### src/core/ssp_pkg.sv
package ssp_pkg;
  // ---------------------------------------------------------------
  // register map
  // ---------------------------------------------------------------
  localparam logic [7:0] ADDR_STATUS = 8'h00;
  localparam logic [7:0] ADDR_CTRL = 8'h04;
  localparam logic [7:0] ADDR_DATA = 8'h08;
  localparam logic [7:0] ADDR_INT_STAT = 8'h0c;
  localparam logic [7:0] ADDR_INT_CLR = 8'h10;
  localparam logic [7:0] ADDR_INT_EN = 8'h14;
  localparam logic [7:0] ADDR_CLKDIV = 8'h18;
  // ---------------------------------------------------------------
  // control fields
  // ---------------------------------------------------------------
  localparam int CTRL_ON = 0;
  localparam int CTRL_MASTER = 1;
  localparam int CTRL_CPOL = 2;
  localparam int CTRL_CPHA = 3;
  localparam int CTRL_WIDTH_LO = 4;
  localparam int CTRL_ENHANCED_BUFFER_ENABLE = 6;
  localparam int CTRL_FRAMED_MODE_ENABLE = 7;
  localparam logic [7:0] CTRL_RESET = 8'h00;
  // width codes
  localparam logic [1:0] WIDTH_8 = 2'h0;
  localparam logic [1:0] WIDTH_16 = 2'h1;
  localparam logic [1:0] WIDTH_32 = 2'h2;
  // ---------------------------------------------------------------
  // status fields
  // ---------------------------------------------------------------
  localparam int ST_RXCNT_LO = 24;
  localparam int ST_TXCNT_LO = 16;
  localparam int ST_FRAME_ERROR_FLAG = 12;
  localparam int ST_BUSY = 11;
  localparam int ST_TUR = 8;
  localparam int ST_SHIFTER_EMPTY_FLAG = 7;
  localparam int ST_ROV = 6;
  localparam int ST_RBE = 5;
  localparam int ST_TBE = 3;
  localparam int ST_TBF = 1;
  localparam int ST_RBF = 0;
  // interrupt events
  localparam int IRQ_XFER = 0;
  localparam int IRQ_ROV = 1;
  localparam int IRQ_FRAME_ERROR_FLAG = 2;
  localparam int IRQ_TUR = 3;
  localparam int IRQ_N = 4;
  // ---------------------------------------------------------------
  // fifo depths, byte storage of 16 bytes
  // ---------------------------------------------------------------
  localparam int FIFO_BYTES = 16;
  localparam logic [4:0] DEPTH_8 = 5'h10;
  localparam logic [4:0] DEPTH_16 = 5'h08;
  localparam logic [4:0] DEPTH_32 = 5'h04;
  localparam logic [7:0] CLKDIV_RESET = 8'h04;
endpackage

### src/core/ssp_core.sv
// Chosen here: the address map and the APB register port.
`timescale 1ns/1ps
// Summary of operation
// - port runs as master driving serial clock or slave following external clock
// - four clock formats from idle polarity and sampling edge selections
// - software selects 8, 16 or 32 bit words
// - separate rx and tx fifos, 4/8/16 deep at 32/16/8 bit width
// - interrupt event raised on completion of every word transfer
// - port keeps running in sleep and idle, no gating by power state
// - status bits 28..24 give rx fifo word count
// - status bits 20..16 give tx fifo word count
// - status bit 12 frame error, set by hardware, cleared by software
// - status bit 11 high while a transaction is in progress
// - status bit 8 tx underrun, cleared only by turning port off and on
// - status bit 7 high when shift register holds nothing pending
// - status bit 6 set when a word arrives with rx fifo full; word dropped
// - overflow flag set only by hardware, software may only clear it
// - status bit 5 high when rx fifo empty, rx word count zero
// - status bits 31..29 and other undefined bits read zero
module ssp_core (
  input wire logic pclk,
  input wire logic presetn,
  input wire logic psel,
  input wire logic penable,
  input wire logic pwrite,
  input wire logic [7:0] paddr,
  input wire logic [31:0] pwdata,
  output logic [31:0] prdata,
  output logic pready,
  output logic pslverr,
  input wire logic sck_in,
  output logic sck_out,
  output logic sck_oe,
  input wire logic sdi,
  output logic sdo,
  input wire logic ss_n_in,
  output logic ss_n_out,
  output logic irq
);
  import ssp_pkg::*;

  // ---------------------------------------------------------------
  // registers and apb decode
  // ---------------------------------------------------------------
  logic [7:0] ctrl_r;
  logic [7:0] clkdiv_r;
  logic [IRQ_N-1:0] int_stat_r;
  logic [IRQ_N-1:0] int_en_r;
  logic rov_r, frame_error_flag_r, tur_r;
  // act once, in the access cycle that raises pready, so pushes and pops are not repeated
  wire acc = psel && penable && !pready;
  wire wr = acc && pwrite;
  wire rd = acc && !pwrite;
  wire hit_status = paddr == ADDR_STATUS;
  wire hit_ctrl = paddr == ADDR_CTRL;
  wire hit_data = paddr == ADDR_DATA;
  wire hit_istat = paddr == ADDR_INT_STAT;
  wire hit_iclr = paddr == ADDR_INT_CLR;
  wire hit_ien = paddr == ADDR_INT_EN;
  wire hit_div = paddr == ADDR_CLKDIV;
  wire hit_any = hit_status | hit_ctrl | hit_data | hit_istat | hit_iclr | hit_ien | hit_div;
  wire port_on = ctrl_r[CTRL_ON];
  wire is_master = ctrl_r[CTRL_MASTER];
  wire cpol = ctrl_r[CTRL_CPOL];
  wire cpha = ctrl_r[CTRL_CPHA];
  wire [1:0] wsel = ctrl_r[CTRL_WIDTH_LO +: 2];
  // width code 3 is treated as 8 bits
  wire [4:0] depth = (wsel == WIDTH_32) ? DEPTH_32 : (wsel == WIDTH_16) ? DEPTH_16 : DEPTH_8;
  wire [5:0] nbits = (wsel == WIDTH_32) ? 6'h20 : (wsel == WIDTH_16) ? 6'h10 : 6'h08;

  // ---------------------------------------------------------------
  // fifos: word entries, 16 slots of 32 bits, depth limited by width
  // ---------------------------------------------------------------
  logic [31:0] txm [FIFO_BYTES];
  logic [31:0] rxm [FIFO_BYTES];
  logic [3:0] tx_wp_r, tx_rp_r, rx_wp_r, rx_rp_r;
  logic [4:0] tx_cnt_r, rx_cnt_r;
  wire tx_full = tx_cnt_r >= depth;
  wire tx_empty = tx_cnt_r == 5'h00;
  wire rx_full = rx_cnt_r >= depth;
  wire rx_empty = rx_cnt_r == 5'h00;
  wire tx_push = wr && hit_data && !tx_full && port_on;
  wire rx_pop = rd && hit_data && !rx_empty;
  logic word_done;
  logic [31:0] rx_word;
  logic load_shift;
  wire rx_push = word_done && !rx_full;
  wire rov_evt = word_done && rx_full;
  wire tx_pop = load_shift;

  genvar gi;
  generate
    for (gi = 0; gi < FIFO_BYTES; gi++) begin : g_mem
      always_ff @(posedge pclk or negedge presetn) begin
        if (!presetn) begin
          txm[gi] <= 32'h0;
          rxm[gi] <= 32'h0;
        end else begin
          if (tx_push && tx_wp_r == 4'(gi)) txm[gi] <= pwdata;
          if (rx_push && rx_wp_r == 4'(gi)) rxm[gi] <= rx_word;
        end
      end
    end
  endgenerate

  // pointers wrap at the width's depth, so a width change needs a port off
  wire [3:0] dmax = 4'(depth - 5'h01);
  always_ff @(posedge pclk or negedge presetn) begin
    if (!presetn) begin
      tx_wp_r <= 4'h0;
      tx_rp_r <= 4'h0;
      rx_wp_r <= 4'h0;
      rx_rp_r <= 4'h0;
      tx_cnt_r <= 5'h00;
      rx_cnt_r <= 5'h00;
    end else if (!port_on) begin
      tx_wp_r <= 4'h0;
      tx_rp_r <= 4'h0;
      rx_wp_r <= 4'h0;
      rx_rp_r <= 4'h0;
      tx_cnt_r <= 5'h00;
      rx_cnt_r <= 5'h00;
    end else begin
      if (tx_push) tx_wp_r <= (tx_wp_r == dmax) ? 4'h0 : tx_wp_r + 4'h1;
      if (tx_pop) tx_rp_r <= (tx_rp_r == dmax) ? 4'h0 : tx_rp_r + 4'h1;
      if (rx_push) rx_wp_r <= (rx_wp_r == dmax) ? 4'h0 : rx_wp_r + 4'h1;
      if (rx_pop) rx_rp_r <= (rx_rp_r == dmax) ? 4'h0 : rx_rp_r + 4'h1;
      tx_cnt_r <= tx_cnt_r + 5'(tx_push) - 5'(tx_pop);
      rx_cnt_r <= rx_cnt_r + 5'(rx_push) - 5'(rx_pop);
    end
  end

  // ---------------------------------------------------------------
  // link input synchronisers
  // ---------------------------------------------------------------
  logic [2:0] sck_s1, sck_s2;
  wire [2:0] pins = {sck_in, sdi, ss_n_in};
  always_ff @(posedge pclk or negedge presetn) begin
    if (!presetn) begin
      sck_s1 <= 3'h1;
      sck_s2 <= 3'h1;
    end else begin
      sck_s1 <= pins;
      sck_s2 <= sck_s1;
    end
  end
  wire sck_sync = sck_s2[2];
  wire sdi_sync = sck_s2[1];
  wire ss_sync_n = sck_s2[0];
  logic sck_prev_r;
  always_ff @(posedge pclk or negedge presetn) begin
    if (!presetn) sck_prev_r <= 1'b0;
    else sck_prev_r <= sck_sync;
  end

  // ---------------------------------------------------------------
  // shift engine
  // ---------------------------------------------------------------
  typedef enum logic [2:0] {
    SSP_IDLE = 3'b001,
    SSP_SHIFT = 3'b010,
    SSP_DONE = 3'b100
  } ssp_state_t;
  ssp_state_t state_r;
  logic [31:0] tx_sh_r, rx_sh_r;
  logic [5:0] bit_cnt_r;
  logic [7:0] div_cnt_r;
  logic sck_r, busy_r, shift_full_r;
  // master clock enable: one pulse per half period
  // sdi is sampled through its synchroniser: a half period under 4 cycles misses the round trip
  wire half_tick = div_cnt_r == clkdiv_r;
  wire lead_m = is_master && half_tick && (sck_r == cpol);
  wire trail_m = is_master && half_tick && (sck_r != cpol);
  // slave edges on the synchronised clock, relative to idle level
  wire s_lead = !is_master && !ss_sync_n && (sck_sync != cpol) && (sck_prev_r == cpol);
  wire s_trail = !is_master && !ss_sync_n && (sck_sync == cpol) && (sck_prev_r != cpol);
  wire lead = lead_m | s_lead;
  wire trail = trail_m | s_trail;
  // cpha=0 samples on leading edge, cpha=1 on trailing edge
  wire sample = cpha ? trail : lead;
  wire change = cpha ? lead : trail;
  wire start_m = is_master && !tx_empty;
  wire start_s = !is_master && !ss_sync_n;
  // a slave started with nothing queued shifts zeros: underrun in framed mode
  wire tur_evt = (state_r == SSP_IDLE) && port_on && start_s && tx_empty && ctrl_r[CTRL_FRAMED_MODE_ENABLE];
  // in framed mode, slave select lifted after the first bit and before the word ends is a framing error
  wire frm_evt = (state_r == SSP_SHIFT) && !is_master && ss_sync_n && (bit_cnt_r != 6'h00)
    && ctrl_r[CTRL_FRAMED_MODE_ENABLE];
  // a released select ends a slave word at once, so busy cannot hang between frames
  wire slave_drop = (state_r == SSP_SHIFT) && !is_master && ss_sync_n;
  wire [31:0] tx_head = txm[tx_rp_r];
  wire [31:0] tx_aligned = tx_head << (6'h20 - nbits);

  assign load_shift = (state_r == SSP_IDLE) && port_on && (start_m || start_s) && !tx_empty;
  assign word_done = (state_r == SSP_DONE);
  assign rx_word = rx_sh_r;

  always_ff @(posedge pclk or negedge presetn) begin
    if (!presetn) begin
      state_r <= SSP_IDLE;
      tx_sh_r <= 32'h0;
      rx_sh_r <= 32'h0;
      bit_cnt_r <= 6'h00;
      div_cnt_r <= 8'h00;
      sck_r <= 1'b0;
      busy_r <= 1'b0;
      shift_full_r <= 1'b0;
      sdo <= 1'b0;
    end else if (!port_on) begin
      state_r <= SSP_IDLE;
      busy_r <= 1'b0;
      shift_full_r <= 1'b0;
      sck_r <= cpol;
      div_cnt_r <= 8'h00;
    end else begin
      div_cnt_r <= half_tick ? 8'h00 : div_cnt_r + 8'h01;
      case (state_r)
        SSP_IDLE: begin
          sck_r <= cpol;
          if (start_m || start_s) begin
            state_r <= SSP_SHIFT;
            busy_r <= 1'b1;
            shift_full_r <= !tx_empty;
            tx_sh_r <= tx_empty ? 32'h0 : {tx_aligned[30:0], 1'b0};
            sdo <= tx_empty ? 1'b0 : tx_aligned[31];
            bit_cnt_r <= 6'h00;
            div_cnt_r <= 8'h00;
          end
        end
        SSP_SHIFT: begin
          if (is_master && half_tick) sck_r <= !sck_r;
          if (sample) begin
            rx_sh_r <= {rx_sh_r[30:0], sdi_sync};
            bit_cnt_r <= bit_cnt_r + 6'h01;
            if (bit_cnt_r == nbits - 6'h01 && !cpha) state_r <= SSP_DONE;
          end
          if (change && !(cpha && bit_cnt_r == 6'h00 && lead == 1'b0)) begin
            if (!(cpha && bit_cnt_r == 6'h00)) begin
              sdo <= tx_sh_r[31];
              tx_sh_r <= {tx_sh_r[30:0], 1'b0};
            end
          end
          if (sample && cpha && bit_cnt_r == nbits - 6'h01) state_r <= SSP_DONE;
          if (slave_drop) begin
            state_r <= SSP_IDLE;
            busy_r <= 1'b0;
            shift_full_r <= 1'b0;
          end
        end
        SSP_DONE: begin
          // go idle after one cycle, with the clock forced back to its idle level
          state_r <= SSP_IDLE;
          busy_r <= 1'b0;
          shift_full_r <= 1'b0;
          sck_r <= cpol;
        end
        default: state_r <= SSP_IDLE;
      endcase
    end
  end

  // ---------------------------------------------------------------
  // sticky status flags, set beats clear
  // ---------------------------------------------------------------
  wire wr_status = wr && hit_status;
  wire [IRQ_N-1:0] evts = {tur_evt, frm_evt, rov_evt, word_done};
  wire [IRQ_N-1:0] iclr = (wr && hit_iclr) ? pwdata[IRQ_N-1:0] : '0;
  always_ff @(posedge pclk or negedge presetn) begin
    if (!presetn) begin
      rov_r <= 1'b0;
      frame_error_flag_r <= 1'b0;
      tur_r <= 1'b0;
      int_stat_r <= '0;
    end else begin
      // software writes zero to clear; a write of one is ignored
      rov_r <= rov_evt | (rov_r & !(wr_status & !pwdata[ST_ROV]));
      frame_error_flag_r <= frm_evt | (frame_error_flag_r & !(wr_status & !pwdata[ST_FRAME_ERROR_FLAG]));
      tur_r <= tur_evt | (tur_r & port_on);
      int_stat_r <= evts | (int_stat_r & ~iclr);
    end
  end

  // ---------------------------------------------------------------
  // status word and read mux
  // ---------------------------------------------------------------
  logic [31:0] status;
  always_comb begin
    status = 32'h0;
    status[ST_RXCNT_LO +: 5] = rx_cnt_r;
    status[ST_TXCNT_LO +: 5] = tx_cnt_r;
    status[ST_FRAME_ERROR_FLAG] = frame_error_flag_r;
    status[ST_BUSY] = busy_r;
    status[ST_TUR] = tur_r;
    status[ST_SHIFTER_EMPTY_FLAG] = !shift_full_r;
    status[ST_ROV] = rov_r;
    status[ST_RBE] = rx_empty;
    status[ST_TBE] = tx_empty;
    status[ST_TBF] = tx_full;
    status[ST_RBF] = rx_full;
  end
  wire [31:0] rd_mux =
    hit_status ? status :
    hit_ctrl ? {24'h0, ctrl_r} :
    hit_data ? rxm[rx_rp_r] :
    hit_istat ? {28'h0, int_stat_r} :
    hit_ien ? {28'h0, int_en_r} :
    hit_div ? {24'h0, clkdiv_r} : 32'h0;

  // ---------------------------------------------------------------
  // bus and output registers; no power state input gates the port
  // ---------------------------------------------------------------
  always_ff @(posedge pclk or negedge presetn) begin
    if (!presetn) begin
      ctrl_r <= CTRL_RESET;
      clkdiv_r <= CLKDIV_RESET;
      int_en_r <= '0;
      prdata <= 32'h0;
      pready <= 1'b0;
      pslverr <= 1'b0;
      irq <= 1'b0;
      sck_out <= 1'b0;
      sck_oe <= 1'b0;
      ss_n_out <= 1'b1;
    end else begin
      if (wr && hit_ctrl) ctrl_r <= pwdata[7:0];
      if (wr && hit_div) clkdiv_r <= pwdata[7:0];
      if (wr && hit_ien) int_en_r <= pwdata[IRQ_N-1:0];
      // one wait state: ready is registered in the first access cycle, high in the second
      pready <= psel && penable && !pready;
      pslverr <= psel && penable && !pready && !hit_any;
      if (rd) prdata <= rd_mux;
      irq <= |(int_stat_r & int_en_r);
      sck_out <= sck_r;
      sck_oe <= is_master && port_on;
      ss_n_out <= !(is_master && busy_r);
    end
  end
endmodule // ssp_core

### config.mk
export PLATFORM = sky130hd
export DESIGN_NAME = ssp_core
export DESIGN_NICKNAME = d
export VERILOG_FILES = /design/src/core/ssp_pkg.sv /design/src/core/ssp_core.sv
export SDC_FILE = /design/constraint.sdc
export NUM_CORES = 2
export LEC_CHECK = 0
export ABC_AREA = 0
export BUFFER_PORTS_ARGS = -buffer_cell sky130_fd_sc_hd__buf_2
export CORE_ASPECT_RATIO = 0.8
export CORE_MARGIN = 2
export CORE_UTILIZATION = 57
export DETAILED_ROUTE_END_ITERATION = 16
export PLACE_DENSITY = 0.76
export SLEW_MARGIN = 20
export SYNTH_ARGS = -nofsm -noshare
export SYNTH_HDL_FRONTEND = slang
export SYNTH_SLANG_ARGS = --single-unit
export TNS_END_PERCENT = 30
### constraint.sdc
create_clock -name pclk -period 3.9 [get_ports pclk]
set_input_delay 0.39 -clock pclk [delete_from_list [all_inputs] [get_ports pclk]]
set_output_delay 0.39 -clock pclk [all_outputs]
set_load 0.005 [all_outputs]
# Yosys cells after proc, flatten, opt, wreduce, memory -nomap -nowiden
# Cells that the tools add are included.
# classes
add_sub_neg,13
n_lt_le_gt_ge,4
eq_ne,68
shift,1
n_mux,67
bitwise,23
reduce_logical,111
# ops
op,n
2-to-1 mux 32 bit,11
binary-select mux 32 bit (select 4 bit),2
logical AND 1 bit,76
"== test 4 bit, second input constant",16
case mux 32 bit (2 select lines),1
2-to-1 mux 8 bit,7
2-to-1 mux 4 bit,13
"== test 4 x 3 -> 1 bit, second input constant",8
left shift 32 x 6 -> 32 bit,1
2-to-1 mux 5 bit,5
"== test 8 x 5 -> 1 bit, second input constant",3
zero test 1 bit,18
2-to-1 mux 3 bit,6
2-to-1 mux 6 bit,3
"adder 4 x 1 -> 4 bit, second input constant",4
"== test 4 x 2 -> 1 bit, second input constant",4
== test 4 bit,4
"== test 8 x 4 -> 1 bit, second input constant",2
2-to-1 mux 1 bit,13
"inequality test 2 x 1 -> 1 bit, second input constant",6
case mux 6 bit (2 select lines),1
OR 1 bit,11
adder 5 x 1 -> 5 bit,2
greater-or-equal comparator 5 bit,2
46 further kinds,68
# word_totals
reg_bits,1207
wordCells,351

# Logic depth before layout (Yosys ltp)
# logic_depth
word_depth,12
mapped_depth,19
depth_no_buf,19

# Worst setup path after synthesis
# No wires, ideal clock.
# synth_path
kind,flip-flop to flip-flop
start,register ctrl_r[4]
end,register rx_cnt_r[4]
arrival_ps,3684
slack_ps,97
path_stages_with_launch,19
path_buffers,3
cell_sequence,dfrtp_1 inv_1 ha_1 inv_1 clkbuf_1 ha_1 o21ai_1 and3b_1 clkbuf_1 inv_2 buf_2 ha_1 inv_1 ha_1 fa_1 a21oi_1 nor2_1 or3_1 and3_1
# synth_between
elab_chain_cells,9
word_cells_on_any_way,10
cone_classes,add/sub (2); order compare (1); eq/ne (2); mux (3); reduce/logical (2)
# synth_lines
element,line_no,text
"start, declared",ssp_core.sv:45,logic [7:0] ctrl_r;
"start signal, assigned",ssp_core.sv:325,if (wr && hit_ctrl) ctrl_r <= pwdata[7:0];
== test 2 x 1 -> 1 bit,ssp_core.sv:68,wire [4:0] depth = (wsel == WIDTH_32) ? DEPTH_32 : (wsel == WIDTH_16) ? DEPTH_16 : DEPTH_8;
2-to-1 mux 5 bit,ssp_core.sv:68,
2-to-1 mux 5 bit *,ssp_core.sv:68,
greater-or-equal comparator 5 bit *,ssp_core.sv:80,wire rx_full = rx_cnt_r >= depth;
zero test 1 bit *,ssp_core.sv:87,wire rx_push = word_done && !rx_full;
logical AND 1 bit *,ssp_core.sv:87,
adder 5 x 1 -> 5 bit *,ssp_core.sv:129,rx_cnt_r <= rx_cnt_r + 5'(rx_push) - 5'(rx_pop);
subtractor 5 x 1 -> 5 bit *,ssp_core.sv:129,
2-to-1 mux 5 bit *,ssp_core.sv:116,end else if (!port_on) begin
"end signal, assigned",ssp_core.sv:129,
"end, declared",ssp_core.sv:77,"logic [4:0] tx_cnt_r, rx_cnt_r;"
# Every way passes the cells marked *; elsewhere a longest branch is shown, timed or not.
# A chain may end at the register's enable or synchronous reset.

# Final worst setup path
# layout_path
start,register ctrl_r[4]
end,register txm[150] (netlist bit)
# layout_between
elab_chain_cells,8
word_cells_on_any_way,9
cone_classes,order compare (1); eq/ne (2); mux (2); reduce/logical (4)
# layout_lines
element,line_no,text
== test 2 x 1 -> 1 bit,ssp_core.sv:68,
2-to-1 mux 5 bit,ssp_core.sv:68,
2-to-1 mux 5 bit *,ssp_core.sv:68,
greater-or-equal comparator 5 bit *,ssp_core.sv:78,wire tx_full = tx_cnt_r >= depth;
zero test 1 bit *,ssp_core.sv:82,wire tx_push = wr && hit_data && !tx_full && port_on;
logical AND 1 bit * (2 in a row),ssp_core.sv:82,
logical AND 1 bit *,ssp_core.sv:99,if (tx_push && tx_wp_r == 4'(gi)) txm[gi] <= pwdata;
"end signal, assigned by index",ssp_core.sv:99,
"end, declared",ssp_core.sv:74,logic [31:0] txm [FIFO_BYTES];
# Marked as above.

==> summary.json <==
{
  "routing": {
    "drt_first_iter_violations": 3257,
    "drcViolationCount": 0,
    "route.vias.total": 33016,
    "route.detailed.vias_per_inst": 6.43,
    "avgRoutedWirePerCell_um": 26.5,
    "drt-total-wl_um": 136000,
    "drtPass1Iterations": 6,
    "route.antenna.remaining_nets": 0
  },
  "global_routing": {
    "antenna_found_initial": 6,
    "grt_max_degree": 128,
    "gr-usage-all-layers_pct": 27.5,
    "globalRoute.totalOverflow": 0,
    "grt_pass1_wl_um": 212000,
    "number_of_global_route_vias_before_repair": 33586
  },
  "yosys": {
    "synthesis.area_per_instance_um2": 15.0,
    "synth_common_cells": "sky130_fd_sc_hd__dfrtp_1, sky130_fd_sc_hd__mux2_2, sky130_fd_sc_hd__mux4_2, sky130_fd_sc_hd__mux2_1, sky130_fd_sc_hd__clkbuf_1",
    "main_combinational_cell_family_by_area_after_synthesis": "multiplexers",
    "number_of_nets_in_the_synthesized_netlist": 3793,
    "adder_cell_share_of_the_synthesized_area_pct": 0.836,
    "yosys.cell_count.top_type": "sky130_fd_sc_hd__dfrtp_1",
    "synth.top_cells.by_area": "sky130_fd_sc_hd__dfrtp_1, sky130_fd_sc_hd__mux2_2, sky130_fd_sc_hd__mux4_2, sky130_fd_sc_hd__mux2_1, sky130_fd_sc_hd__mux2i_1",
    "ys_seq_area_share_pct": 54.2,
    "synth_area_um2": 55700,
    "post_synth_and_or_nand_nor_area_fraction_pct": 3.55,
    "post_synth_arst_share_pct": 100,
    "flip_flop_and_latch_count_after_synthesis": 1206,
    "synth-compound-area-share_pct": 4.00,
    "ys.warnings.count": 0,
    "ys.flop_type": "sky130_fd_sc_hd__dfrtp_1",
    "netlist.top_cell.by_area": "sky130_fd_sc_hd__dfrtp_1",
    "syn_inst": 3709,
    "synth.area.mux_share_pct": 33.9,
    "synth_cell_types": 80,
    "synth_xor_area_share_pct": 0.503,
    "synth_edf_count": 0,
    "synth_top_area_share_pct": 54.0
  },
  "clocking": {
    "cts-root-buf": "sky130_fd_sc_hd__clkbuf_16",
    "ctsHtreeMaxLevel": 3,
    "buffer_levels_on_the_longest_clock_path": 3,
    "cts_tree": "done",
    "cts.sinks": 1206,
    "cts_setup_buffers": 0,
    "tritoncts.num_buffers": 113,
    "clk_transition_reported_paths_ps": 60,
    "clock_latency_at_the_later_pin_of_the_worst_skew_pair_ps": 710
  },
  "critical_path": {
    "critPathKind": "reg2reg",
    "cp.buffers_inverters": 3,
    "crit_chain": "inv_1 > ha_2 > ha_1 > or3b_2 > a21boi_0 > o21ai_0 > or4b_2 > buf_4 > nor3_4 > buf_4 > mux2_2",
    "cp_top_family": "simple AND/OR/NAND/NOR gates",
    "cp_data_arrival_time_ps": 4150,
    "critical-path-top-cell-by-count": "sky130_fd_sc_hd__buf_4",
    "worst-endpoint-required_ps": 4460,
    "slowest_delay_ps": 620,
    "regToRegSetupSlack_ps": 310,
    "start_kind": "register",
    "path_max_fanout": 21,
    "slowest_cell_on_crit_path": "sky130_fd_sc_hd__or4b_2",
    "cp-end-kind": "register"
  },
  "timing": {
    "worstMarginPinSlew_ps": 1150,
    "worst_clock_skew_ps": 37.8,
    "post-route-min-period_ps": 3590,
    "holdWs_ps": 93.8,
    "max_freq_mhz": 279,
    "report.final.setup_viol": 0,
    "rsz_0062_raised_after_global_routing": "false",
    "timing.final.crit_share_pct": 92.1,
    "hold_viol_final": 0,
    "fin_tns_setup_ps": 0,
    "maxSlewHeadroom_pct": 22.9,
    "drv_slew": 0
  },
  "die": {
    "fp-row-count": 102,
    "die_width_um": 353,
    "ioPinCount": 87,
    "die-area_um2": 100000,
    "initial_utilization_pct": 57.6,
    "chipHeight_um": 284,
    "coreArea_um2": 96700
  },
  "final_layout": {
    "layout.filler_cells": 6975,
    "syn2layout_area_growth_pct": 11.2,
    "finish.net_count": 3824,
    "combined_area_of_the_multi_input_logic_cells_um2": 23900,
    "post_layout_utilization_of_the_core_pct": 64.0,
    "storage_cell_area_um2": 30200,
    "post_route_cells_drive_above_1_share_pct": 41.6
  },
  "place": {
    "numPortBuffers": 86,
    "place.gp.congestion": 0.858,
    "hpwl_um": 82400
  },
  "min_path": {
    "hold_path_class": "in2reg"
  },
  "flow_run": {
    "drv_cap": 0
  },
  "pwr": {
    "power_leakage_nw": 29.9,
    "power_per_cell_area_nw_per_um2": 395,
    "report.power.total_mw": 24.5,
    "ir_drop_uv": 350
  },
  "run_status": {
    "outcome": "finished, final reports clean"
  }
}
-- area by class of cell --
| class | count | area share [%] |
|---|---|---|
| Antenna cell | 3 | 0.0121 |
| Clock buffer | 165 | 5.32 |
| Clock inverter | 44 | 0.904 |
| Inverter | 43 | 0.261 |
| Multi-Input combinational cell | 2150 | 38.6 |
| Sequential cell | 1206 | 48.8 |
| Tap cell | 1300 | 2.63 |
| Timing Repair Buffer | 226 | 3.49 |
-- path summary, 6_finish.rpt --
kind,from,to,cells after the start
max in group asynchronous,presetn,txm[296],3
hold / removal,paddr[2],prdata[4],4
setup / recovery,ctrl_r[4],txm[150],11
setup reg to reg,ctrl_r[4],txm[150],11
min in group asynchronous,presetn,rxm[246],2
hold reg to reg,sck_s1[2],sck_s2[2],0
-- power by group --
part,internal [mW],switching [mW]
combinational,0.103,0.433
sequential,12.5,0.0240
clock,6.47,4.89
total,19.1,5.35
-- sequential cells by signal (all words and copies together) (netlist names), 6 cells and up --
| name | cells |
|---|---|
| bit_cnt_r | 6 |
| prdata | 32 |
| tx_sh_r | 31 |
| txm | 512 |
| rxm | 512 |
| div_cnt_r | 8 |
| rx_sh_r | 32 |
| ctrl_r | 8 |
| clkdiv_r | 8 |
-- layer usage --
layer	vias to the layer above	track usage [%]	share of wire, %
li1	13881	-	-
met1	17856	43.7	47
met2	1093	39.9	44
met3	180	4.58	7.1
met4	6	5.88	1.9
met5	-	0	0.027
-- repair_timing --
action,4_1_cts,5_1_grt
hold buffers,4,0
endpoints found under the hold margin,76,0
setup endpoints to repair,0,1
resized for setup,0,1
-- metrics by stage --
stage | instance area, um^2 | setup slack, ps | instances
5_1_grt | 61900 | 70.9 | 5135
3_3_place_gp | 58000 | 390 | 4921
2_1_floorplan | 55700 | 96.7 | 3709
3_5_place_dp | 58000 | 291 | 4921
6_report | 61900 | 310 | 5137
4_1_cts | 61900 | 269 | 5134
-- placed cells by master (no fill, tap or decap), types with 6 or more instances in the layout --
cell	count
sky130_fd_sc_hd__dfrtp_1	1195
sky130_fd_sc_hd__mux2_2	872
sky130_fd_sc_hd__mux4_2	261
sky130_fd_sc_hd__mux2_1	210
sky130_fd_sc_hd__clkbuf_16	113
sky130_fd_sc_hd__nand2_1	107
sky130_fd_sc_hd__buf_2	85
sky130_fd_sc_hd__buf_4	84
sky130_fd_sc_hd__mux2i_1	83
sky130_fd_sc_hd__o21ai_0	69
sky130_fd_sc_hd__a22oi_1	58
sky130_fd_sc_hd__a21oi_1	55
sky130_fd_sc_hd__buf_12	53
sky130_fd_sc_hd__nor2_1	42
sky130_fd_sc_hd__inv_1	39
sky130_fd_sc_hd__ha_1	33
sky130_fd_sc_hd__nand3_1	30
sky130_fd_sc_hd__a221oi_1	29
sky130_fd_sc_hd__clkbuf_8	27
sky130_fd_sc_hd__nor2b_1	25
sky130_fd_sc_hd__clkbuf_1	25
sky130_fd_sc_hd__clkinv_2	23
sky130_fd_sc_hd__a21o_1	22
sky130_fd_sc_hd__and2_1	20
sky130_fd_sc_hd__xor2_1	20
sky130_fd_sc_hd__a32oi_1	13
sky130_fd_sc_hd__nand2b_1	12
sky130_fd_sc_hd__xnor2_1	12
sky130_fd_sc_hd__and3_1	12
sky130_fd_sc_hd__nor3_4	12
sky130_fd_sc_hd__nand4b_1	11
sky130_fd_sc_hd__a22o_1	11
sky130_fd_sc_hd__a21boi_0	10
sky130_fd_sc_hd__o211ai_1	10
sky130_fd_sc_hd__bufinv_16	9
sky130_fd_sc_hd__nand4_1	8
sky130_fd_sc_hd__nor3_1	6
-- tightest hold or removal path: stages --
cell	delay, ps
sky130_fd_sc_hd__buf_2	100
sky130_fd_sc_hd__nor3b_2	60
sky130_fd_sc_hd__a21oi_1	120
sky130_fd_sc_hd__o31ai_1	80
-- logic make-up (layout without fill, tap and decap cells) --
group	Yosys count	count (layout)
multiplexers	1426	1426
flip-flops	1206	1206
buffers and inverters	353	478
AND/OR/NAND/NOR	334	334
AO/OA/AOI/OAI	322	322
adder cells (fa/ha/maj)	36	36
XOR/XNOR	32	32
other	0	3
(Power assumes the default switching activity.)
